<file path="src/rtl/rest_sampler_map.svh">
// Constants for the remote access rest time sampler.
`ifndef REST_SAMPLER_MAP_SVH
`define REST_SAMPLER_MAP_SVH
`define RS_MEMSEL_W 2
`define RS_MEMSEL_RST 2'h0
`define RS_GUARD_HALF_T 3
`define RS_GUARD_STEP_FULL 2
`define RS_GUARD_STEP_HALF 1
`define RS_LW_GUARD_HALF_T 1
`define RS_WP_MIN_T 3
`define RS_CNT_W 3
`endif

</file>
<file path="src/rtl/rest_sampler_pkg.sv">
// Types for the remote access rest time sampler.
package rest_sampler_pkg;
  typedef enum logic [3:0] {
    ST_IDLE = 4'h1,
    ST_ACCESS = 4'h2,
    ST_GUARD = 4'h4,
    ST_PEND = 4'h8
  } acc_state_type;
  typedef enum logic [1:0] {
    MODE_NORMAL = 2'h0,
    MODE_LATCHED_READ = 2'h1,
    MODE_FAST_BUF_WRITE = 2'h2,
    MODE_LATCHED_WRITE = 2'h3
  } acc_mode_type;
endpackage
</file>
<file path="src/rtl/remote_access_rest_time_sampler.sv">
// Remote access recognition: validity sampling, end detection and target-select latching.
// Operation
// RULE_01 - Sample access validity at each T-state start; hold it for the T-state.
// RULE_02 - Host leaves at least 1T plus setup and hold between accesses.
// RULE_03 - Latched read and fast buffered write skip first sample after acknowledge rises.
// RULE_04 - Host ending soon after acknowledge extends its gap by up to 1T.
// RULE_05 - End then start one T-state later is one continued access. The code pulses accessStart again for such a start.
// RULE_06 - Select high targets control register; low targets memory-select bits.
// RULE_07 - Latch target select once at access start; hold for the access.
// RULE_08 - New access within 1.5T after end reuses the previous select.
// RULE_09 - The 1.5T guard starts when the end is first sampled.
// RULE_10 - Latched write accepts a new access start while write pending is low.
// RULE_11 - Latched write samples select for the next access when pending rises.
// RULE_12 - Latched write access within 0.5T after pending rises keeps old select.
// RULE_13 - Half-select low: core at oscillator rate; high: half rate, clock out full.
// RULE_14 - One T-state is one core cycle; intervals count core cycles.
// RULE_15 - Write pending rises no sooner than 3T after the access ended.
`timescale 1ns/10ps
`include "rest_sampler_map.svh"
module remote_access_rest_time_sampler
  import rest_sampler_pkg::*;
#(
  parameter int MEMSEL_W = `RS_MEMSEL_W
) (
  // Clock and reset
  input wire logic mclk,
  input wire logic rst,
  // Configuration
  input wire logic coreClockHalfSelect,
  input wire acc_mode_type accMode,
  input wire logic [MEMSEL_W-1:0] memSelect,
  // Remote access pins
  input wire logic accessValid,
  input wire logic targetSelect,
  input wire logic transferAcknowledge,
  input wire logic writeDone,
  // Status
  output logic coreTick,
  output logic oscillatorClockOut,
  output logic accessActive,
  output logic accessStart,
  output logic accessEnd,
  output logic selControlReg,
  output logic [MEMSEL_W-1:0] targetMem,
  output logic writePending_n
);
  if (MEMSEL_W < 1) begin : g_bad_memsel
    $error("MEMSEL_W must be at least 1");
  end

  // ------------------------------------------------------------
  // Core clock enable
  // ------------------------------------------------------------
  // One enable per core cycle; full rate ticks every mclk, half rate every other.
  logic halfPhase_r;
  logic coreEn;
  assign coreEn = !coreClockHalfSelect || halfPhase_r; // RULE_13
  always_ff @(posedge mclk) begin
    if (rst) begin
      halfPhase_r <= 1'b0;
      oscillatorClockOut <= 1'b0;
      coreTick <= 1'b0;
    end else begin
      halfPhase_r <= !halfPhase_r;
      oscillatorClockOut <= !oscillatorClockOut; // RULE_13
      coreTick <= coreEn;
    end
  end

  // ------------------------------------------------------------
  // Validity sampling
  // ------------------------------------------------------------
  logic ackPrev_r;
  logic skipNext_r;
  logic sampled_r;
  logic delayedMode;
  logic ackRise;
  logic sampleNow;
  assign delayedMode = (accMode == MODE_LATCHED_READ) || (accMode == MODE_FAST_BUF_WRITE);
  assign ackRise = transferAcknowledge && !ackPrev_r;
  // The skipped edge is the first core edge after the mclk edge that sees acknowledge rise.
  assign sampleNow = coreEn && !(skipNext_r && delayedMode); // RULE_03 RULE_14
  always_ff @(posedge mclk) begin
    if (rst) begin
      ackPrev_r <= 1'b0;
      skipNext_r <= 1'b0;
      sampled_r <= 1'b0;
    end else begin
      ackPrev_r <= transferAcknowledge;
      if (ackRise) skipNext_r <= 1'b1;
      else if (coreEn) skipNext_r <= 1'b0; // RULE_03
      if (sampleNow) sampled_r <= accessValid; // RULE_01
    end
  end

  // ------------------------------------------------------------
  // Access sequencing
  // ------------------------------------------------------------
  acc_state_type state_r, state_nxt;
  logic [`RS_CNT_W-1:0] cnt_r, cnt_nxt;
  logic [MEMSEL_W-1:0] targetMem_nxt;
  logic selControlReg_nxt;
  logic wpN_nxt;
  logic wpPrev_r;
  logic wpRise;
  logic lwSelOpen_r;
  logic newStart;
  logic endSeen;
  // A new start is seen only on a fresh sample; a valid sample straight after an end is a new start.
  assign newStart = sampleNow && accessValid && !sampled_r;
  assign endSeen = sampleNow && !accessValid && sampled_r;
  assign wpRise = writePending_n && !wpPrev_r;

  // ------------------------------------------------------------
  // Guard and pending decode
  // ------------------------------------------------------------
  logic lwMode;
  logic guardDone;
  logic [`RS_CNT_W-1:0] guardStep;
  logic pendCount;
  logic pendReady;
  logic lwHoldSel;
  assign lwMode = (accMode == MODE_LATCHED_WRITE);
  // The guard counts half T-states; at full rate one mclk is a whole T-state, so it steps twice as far.
  assign guardStep = coreClockHalfSelect ? `RS_CNT_W'(`RS_GUARD_STEP_HALF) : `RS_CNT_W'(`RS_GUARD_STEP_FULL); // RULE_08
  assign guardDone = (cnt_r >= `RS_CNT_W'(`RS_GUARD_HALF_T)); // RULE_09
  assign pendCount = coreEn && (cnt_r < `RS_CNT_W'(`RS_WP_MIN_T)); // RULE_15
  assign pendReady = writeDone && (cnt_r >= `RS_CNT_W'(`RS_WP_MIN_T)); // RULE_15
  assign lwHoldSel = (state_r == ST_IDLE) && lwSelOpen_r && newStart; // RULE_12

  always_comb begin
    state_nxt = state_r;
    cnt_nxt = cnt_r;
    selControlReg_nxt = selControlReg;
    targetMem_nxt = targetMem;
    wpN_nxt = writePending_n;
    case (state_r)
      ST_IDLE: begin
        if (newStart) begin
          state_nxt = ST_ACCESS;
          selControlReg_nxt = targetSelect; // RULE_06 RULE_07
          targetMem_nxt = memSelect;
          if (lwMode) wpN_nxt = 1'b0;
        end
      end
      ST_ACCESS: begin
        if (endSeen) begin
          cnt_nxt = '0; // RULE_09
          state_nxt = lwMode ? ST_PEND : ST_GUARD;
        end
      end
      ST_GUARD: begin
        // Half-T counting: 1.5T is three half-T steps.
        if (newStart) begin
          state_nxt = ST_ACCESS; // RULE_08
        end else if (guardDone) begin
          state_nxt = ST_IDLE;
        end else begin
          cnt_nxt = cnt_r + guardStep;
        end
      end
      ST_PEND: begin
        // New starts during pending keep the access going; select comes at pending rise.
        if (newStart) state_nxt = ST_ACCESS; // RULE_10
        if (pendCount) cnt_nxt = cnt_r + `RS_CNT_W'(1);
        if (pendReady) begin
          wpN_nxt = 1'b1; // RULE_15
          selControlReg_nxt = targetSelect; // RULE_11
          targetMem_nxt = memSelect;
          if (!newStart) state_nxt = ST_IDLE;
        end
      end
      default: state_nxt = ST_IDLE;
    endcase
    // Start shortly after pending rose keeps the value taken at the rise.
    if (lwHoldSel) begin
      selControlReg_nxt = selControlReg; // RULE_12
      targetMem_nxt = targetMem;
    end
  end

  always_ff @(posedge mclk) begin
    if (rst) begin
      state_r <= ST_IDLE;
      cnt_r <= '0;
      selControlReg <= 1'b0;
      targetMem <= MEMSEL_W'(`RS_MEMSEL_RST);
      writePending_n <= 1'b1;
      wpPrev_r <= 1'b1;
      lwSelOpen_r <= 1'b0;
      accessActive <= 1'b0;
      accessStart <= 1'b0;
      accessEnd <= 1'b0;
    end else begin
      state_r <= state_nxt;
      cnt_r <= cnt_nxt;
      selControlReg <= selControlReg_nxt;
      targetMem <= targetMem_nxt;
      writePending_n <= wpN_nxt;
      wpPrev_r <= writePending_n;
      if (wpRise) lwSelOpen_r <= 1'b1;
      else if (coreEn) lwSelOpen_r <= 1'b0; // RULE_12
      accessActive <= sampled_r; // RULE_01
      accessStart <= newStart && (state_r != ST_ACCESS); // RULE_05
      accessEnd <= endSeen;
    end
  end
endmodule // remote_access_rest_time_sampler

</file>
<file path="config.mk">
export PLATFORM = sky130hd
export DESIGN_NAME = remote_access_rest_time_sampler
export DESIGN_NICKNAME = d
export VERILOG_FILES = /design/src/rtl/rest_sampler_pkg.sv /design/src/rtl/remote_access_rest_time_sampler.sv
export VERILOG_INCLUDE_DIRS = /design/src /design/src/rtl
export SDC_FILE = /design/constraint.sdc
export NUM_CORES = 1
export LEC_CHECK = 0
export ABC_CLOCK_PERIOD_IN_PS = 2500
export BUFFER_PORTS_ARGS = -buffer_cell sky130_fd_sc_hd__buf_4
export CAP_MARGIN = 10
export CORE_MARGIN = 2
export CORE_UTILIZATION = 53
export DETAILED_ROUTE_END_ITERATION = 12
export GPL_TIMING_DRIVEN = 0
export PLACE_DENSITY = 0.84
export SKIP_CTS_REPAIR_TIMING = 1
export SLEW_MARGIN = 20
export SYNTH_ARGS = -nofsm -noshare
export SYNTH_HDL_FRONTEND = slang
export SYNTH_SLANG_ARGS = --single-unit
</file>
<file path="constraint.sdc">
create_clock -name mclk -period 2.5 [get_ports mclk]
set_input_delay 0.25 -clock mclk [delete_from_list [all_inputs] [get_ports mclk]]
set_output_delay 0.25 -clock mclk [all_outputs]
set_load 0.005 [all_outputs]
</file>
==> impl_metrics.tcl, run 1 <==
set metrics [dict create \
    outcome "complete, no violations" \
    fillers 170 \
    grt_usage_pct 19.9 \
    cp_max_fo 8 \
    drive_above_1_share_pct 20.1 \
    rr_startpoint "state_r[3]" \
    min_to "ackPrev_r" \
    crit_path_end_kind "flip-flop" \
    setup_viol 0 \
    p_seq_share_pct 60.1 \
    synth_seq_cells 22 \
    hold_path_class "in2reg" \
    vias_per_cell 5.73 \
    clk_latency_ns 0.30 \
    tightest_slew_ns 0.526 \
    layoutNonFillerInstCount 166 \
    portBuffers 18 \
    cp.arrival_ns 2.52 \
    via_count 952 \
    cts_root_buf "clkbuf_4" \
    r2r_cells 9 \
    clkPwrFrac_pct 26.0 \
    cp_data_required_time_ns 2.71 \
    power.density_nw_per_um2 496 \
    postSynthAreaPerCell_um2 9.00 \
    p_int_uw 464 \
    fin_util_pct 65.2 \
    core_area_um2 1920 \
    synth_warnings 0 \
    grt_pass1_wl_mm 3.75 \
    grt_pass1_vias 857 \
    relSlewSlack_pct 64.5 \
    drt_first_iter_violations 31 \
    hold_viol 0 \
    worst_slack_ns 0.186 \
    synth_async_sr_flop_share_pct 0 \
    synth_ff_type "dfxtp_1" \
    drv_slew 0 \
    fin_crit_sh_pct 92.6 \
    synth_fp_nets 132 \
    dp_cells 163 \
    die_h_um 48.8 \
    holdPathStages 2 \
    initial_core_util_pct 55.3 \
    final_common_cell "dfxtp_1" \
    grt_setup_unrepaired "false" \
    cts.sinks 22 \
    grt_max_degree 12 \
    dpl_cell_area_um2 1230 \
    ys_seq_area_share_pct 41.5 \
    num_rows 16 \
    die_area_um2 2380 \
    p_sw_share_pct 25.4 \
    numCtsBuffers 3 \
    pin_count 20 \
    fin_crit_ns 2.31 \
    routed_wl_mm 2.22 \
    r2r_slack_ns 0.19 \
    multi_input_area_um2 581 \
    post-place-ws_ns 0.218 \
    syn-instance-count 118 \
    synth.distinct_cells 44 \
    area_growth_pct 18.0 \
    r2r-end "cnt_r[1]" \
    max_freq_ghz 0.432 \
    synth_area_um2 1060 \
    drv_cap 0 \
    area.sequential_um2 440 \
    clkTransAtPathRegs_ns 0.12 \
    fin_setup_tns_ns 0 \
    ant_nets 0 \
    p_comb_share_pct 13.9 \
    dieWidth_um 48.8 \
    ir_drop_mv 0.384 \
    route.detailed.drc 0 \
    h-tree-depth 1 \
    cts_tree "done" \
    nets 155 \
    power.switching_uw 158 \
    gp_congestion 0.904 \
    finalClockSkew_ns 0.00132 \
    dpl.hpwl_mm 1.65 \
    crit_type "reg2reg" \
    cts_buffer_depth 2 \
    wl_per_cell_um 13.4 \
    firstDrtPassIters 4 \
    hold_start "transferAcknowledge" \
    overflow 0 \
    start_kind "flip-flop" \
    diodes 0 \
    antenna_found_initial 0 \
    synth_edf_count 0 \
    leakagePower_uw 0.000496 \
    layout_common_cells "dfxtp_1 (22), buf_4 (20), nand2_1 (10)" \
    final_cell_area_um2 1250 \
]
[through the flow]
step,power (uW),hold WS (ns)
3_5_place_dp,467,0.413
3_3_place_gp,465,0.404
6_report,622,0.156
4_1_cts,621,0.160
2_1_floorplan,430,0.378
5_1_grt,648,0.149
[power by group through the flow]
stage               sequential, uW  combinational, uW  clock [uW]
finish                         374               86.4         161
global route                   376               95.1         177
detailed placement             381               85.6           0
CTS                            374               86.0         161
global placement               381               84.2           0
floorplan                      381               48.7           0
[flip-flops by register name, summed over array words and instances (netlist names)]
signal and count:
state_r 4, sampled_r 1, writePending_n 1, lwSelOpen_r 1
coreTick 1, wpPrev_r 1, cnt_r 3, oscillatorClockOut 1
ackPrev_r 1, skipNext_r 1, halfPhase_r 1, selControlReg 1
targetMem 2, accessActive 1, accessEnd 1, accessStart 1
[layer usage]
metal | wire (um) | vias up | share of wire (%) | global-route usage (%)
met5 | 0 | - | 0 | 0
met4 | 54 | 0 | 2.4 | 10.5
met3 | 134 | 9 | 6.0 | 1.84
met2 | 1070 | 45 | 48 | 33.1
met1 | 961 | 434 | 43 | 25.7
li1 | - | 464 | - | -
[cells by family (layout without fill, tap and decap cells)]
family,Yosys count,count (layout),synth area share (%)
compound gates,24,24,16.6
xor+xnor,1,1,0.825
fa+ha+maj,3,3,4.24
buf+inv,9,30,3.89
flops,22,22,41.5
mux,5,5,5.18
simple gates,54,54,27.8
[cells in the mapped netlist (2+ instances only)]
library cell | count | area share, %
o21a_1 | 2 | 1.4
ha_1 | 2 | 2.4
nor3b_1 | 2 | 1.4
mux2i_1 | 4 | 3.8
nor3_1 | 4 | 1.9
nand2b_1 | 6 | 3.5
inv_1 | 3 | 1.1
nor4_1 | 2 | 1.2
nand3_1 | 2 | 0.94
a31oi_1 | 2 | 1.2
a21oi_1 | 5 | 2.4
buf_4 | 2 | 1.4
nor2b_1 | 7 | 4.1
or2_2 | 2 | 1.2
o21ai_0 | 2 | 0.94
o21ai_1 | 2 | 0.94
or3_1 | 4 | 2.4
dfxtp_1 | 22 | 41
nor2_1 | 8 | 2.8
clkbuf_1 | 2 | 0.71
nand2_1 | 10 | 3.5
[how the worst max path moves through the flow]
stage,start,endpoint,depth (start not counted)
final,state_r[3],cnt_r[1],9
after global routing,state_r[3],cnt_r[1],9
after CTS,state_r[2],cnt_r[1],9
after detailed placement,state_r[3],cnt_r[1],9
after global placement,state_r[3],cnt_r[1],9
after floorplan,state_r[2],cnt_r[1],9
[worst max-delay path, stage by stage, from the launching register on]
cell     delay (ns)
dfxtp_1        0.33
buf_4          0.14
or3b_1         0.44
nor2_2         0.18
or2_2          0.17
ha_1           0.14
inv_1          0.05
fa_1           0.47
nor2b_1        0.04
mux2_4         0.25
[layout make-up]
class | count | area share [%]
clock buffer | 3 | 1.80
multi-input combinational | 87 | 46.3
sequential | 22 | 35.1
tap | 27 | 2.69
buffer | 5 | 2.10
inverter | 4 | 1.20
timing repair buffer | 18 | 10.8
No activity file was read; power rests on OpenSTA's default activity.
==> inputs of run 2 (changes only) <==
--- a/config.mk
+++ b/config.mk
@@ -14,3 +14,2 @@
 export DETAILED_ROUTE_END_ITERATION = 12
-export GPL_TIMING_DRIVEN = 0
 export PLACE_DENSITY = 0.84
@@ -21 +20,2 @@
 export SYNTH_SLANG_ARGS = --single-unit
+export TNS_END_PERCENT = 5
==> constraint.sdc (replaced) <==
create_clock -name mclk -period 2.5 [get_ports mclk]
set_input_delay 0.125 -clock mclk [delete_from_list [all_inputs] [get_ports mclk]]
set_output_delay 0.125 -clock mclk [all_outputs]
set_load 0.005 [all_outputs]
==> run 2 against run 1 <==
Against the previous run:
- combinational power is 4.2% lower
- flip-flop and latch count stayed put
- global-route usage is 0.14 points higher
- critical endpoint unchanged
- largest power group unchanged
==> impl_metrics.tcl, run 2 (synthesis results as in run 1) <==
set metrics [dict create \
    outcome "complete, no violations" \
    power.density_nw_per_um2 496 \
    cts_root_buf "clkbuf_4" \
    fin_util_pct 64.3 \
    fin_crit_sh_pct 92.7 \
    pin_count 20 \
    r2r_slack_ns 0.18 \
    clkTransAtPathRegs_ns 0.11 \
    leakagePower_uw 0.000486 \
    h-tree-depth 1 \
    die_area_um2 2380 \
    antenna_found_initial 0 \
    ant_nets 0 \
    grt_pass1_vias 823 \
    p_comb_share_pct 13.5 \
    grt_max_degree 20 \
    start_kind "flip-flop" \
    max_freq_ghz 0.432 \
    holdPathStages 2 \
    wl_per_cell_um 13.3 \
    final_common_cell "dfxtp_1" \
    grt_pass1_wl_mm 3.66 \
    clkPwrFrac_pct 25.2 \
    cp_max_fo 8 \
    vias_per_cell 5.65 \
    r2r-end "cnt_r[1]" \
    fin_crit_ns 2.32 \
    hold_start "transferAcknowledge" \
    dp_cells 159 \
    fillers 183 \
    hold_viol 0 \
    final_cell_area_um2 1230 \
    relSlewSlack_pct 64.9 \
    top_regs "state_r x4, cnt_r x3, targetMem x2" \
    ir_drop_mv 0.348 \
    diodes 0 \
    overflow 0 \
    die_h_um 48.8 \
    route.detailed.drc 0 \
    num_rows 16 \
    drive_above_1_share_pct 20.0 \
    grt_setup_unrepaired "false" \
    p_int_uw 464 \
    fin_setup_tns_ns 0 \
    clk_latency_ns 0.30 \
    tightest_slew_ns 0.523 \
    cts_buffer_depth 2 \
    min_to "ackPrev_r" \
    power.switching_uw 149 \
    p_seq_share_pct 61.3 \
    largest-register "state_r" \
    dpl_cell_area_um2 1210 \
    cp.arrival_ns 2.52 \
    via_count 916 \
    hold_ws_ns 0.0434 \
    cts.sinks 22 \
    drv_cap 0 \
    initial_core_util_pct 55.3 \
    numCtsBuffers 3 \
    layoutNonFillerInstCount 162 \
    area_growth_pct 16.3 \
    dpl.hpwl_mm 1.59 \
    core_area_um2 1920 \
    rr_startpoint "state_r[3]" \
    crit_type "reg2reg" \
    cp_data_required_time_ns 2.70 \
    gp_congestion 0.871 \
    layout_common_cells "dfxtp_1 (22), buf_4 (19), nand2_1 (10)" \
    nets 151 \
    grt_usage_pct 20.1 \
    dieWidth_um 48.8 \
    r2r_cells 8 \
    drt_first_iter_violations 30 \
    crit_path_end_kind "flip-flop" \
    setup_viol 0 \
    finalClockSkew_ns 0.00347 \
    drv_slew 0 \
    routed_wl_mm 2.15 \
    largest_reg_flops 4 \
    firstDrtPassIters 4 \
    p_sw_share_pct 24.4 \
    portBuffers 19 \
    cts_tree "done" \
    hold_path_class "in2reg" \
]
run 2: routing by layer:
layer	vias up	part of all wire (%)	global-route usage (%)
met2	28	47	33.3
met5	-	0	0
met1	428	46	26.1
met4	0	1.4	7.14
met3	5	5.2	3.68
li1	455	-	-
run 2: cell type report:
| cell class | instances | area (um^2) | area share, % |
|---|---|---|---|
| Tap cell | 27 | 33.8 | 2.74 |
| Inverter | 4 | 15.0 | 1.22 |
| Clock buffer | 3 | 22.5 | 1.82 |
| Sequential cell | 22 | 440 | 35.7 |
| Multi-Input combinational cell | 87 | 581 | 47.0 |
| Timing Repair Buffer | 19 | 143 | 11.6 |
run 2: critical path: stages, from the launching register on:
cell and delay, ns:
dfxtp_1 0.48, or3b_1 0.47, nor2_2 0.17, or2_2 0.16
ha_1 0.13, inv_1 0.04, fa_1 0.47, nor2b_1 0.04
mux2_4 0.25
run 2: stage by stage:
stage          setup WS, ns  power [uW]
3_3_place_gp          0.270         465
5_1_grt              0.0896         644
3_5_place_dp          0.214         466
2_1_floorplan         0.348         430
4_1_cts               0.189         618
6_report              0.183         613
run 2: worst max path at each step:
stage | startpoint | endpoint | slack [ns] | cells past startpoint
floorplan | state_r[2] | cnt_r[1] | 0.35 | 9
global placement | state_r[3] | cnt_r[1] | 0.27 | 8
detailed placement | state_r[3] | cnt_r[1] | 0.21 | 8
CTS | state_r[3] | cnt_r[1] | 0.19 | 8
global route | state_r[3] | cnt_r[1] | 0.09 | 8
finish | state_r[3] | cnt_r[1] | 0.18 | 8
run 2: power by group through the flow:
| stage | registers [uW] | clock network (uW) | logic [uW] |
|---|---|---|---|
| 2_1_floorplan | 381 | 0 | 48.7 |
| 3_3_place_gp | 383 | 0 | 81.6 |
| 3_5_place_dp | 383 | 0 | 82.6 |
| 4_1_cts | 376 | 159 | 83.0 |
| 5_1_grt | 378 | 173 | 92.5 |
| 6_report | 376 | 154 | 82.8 |
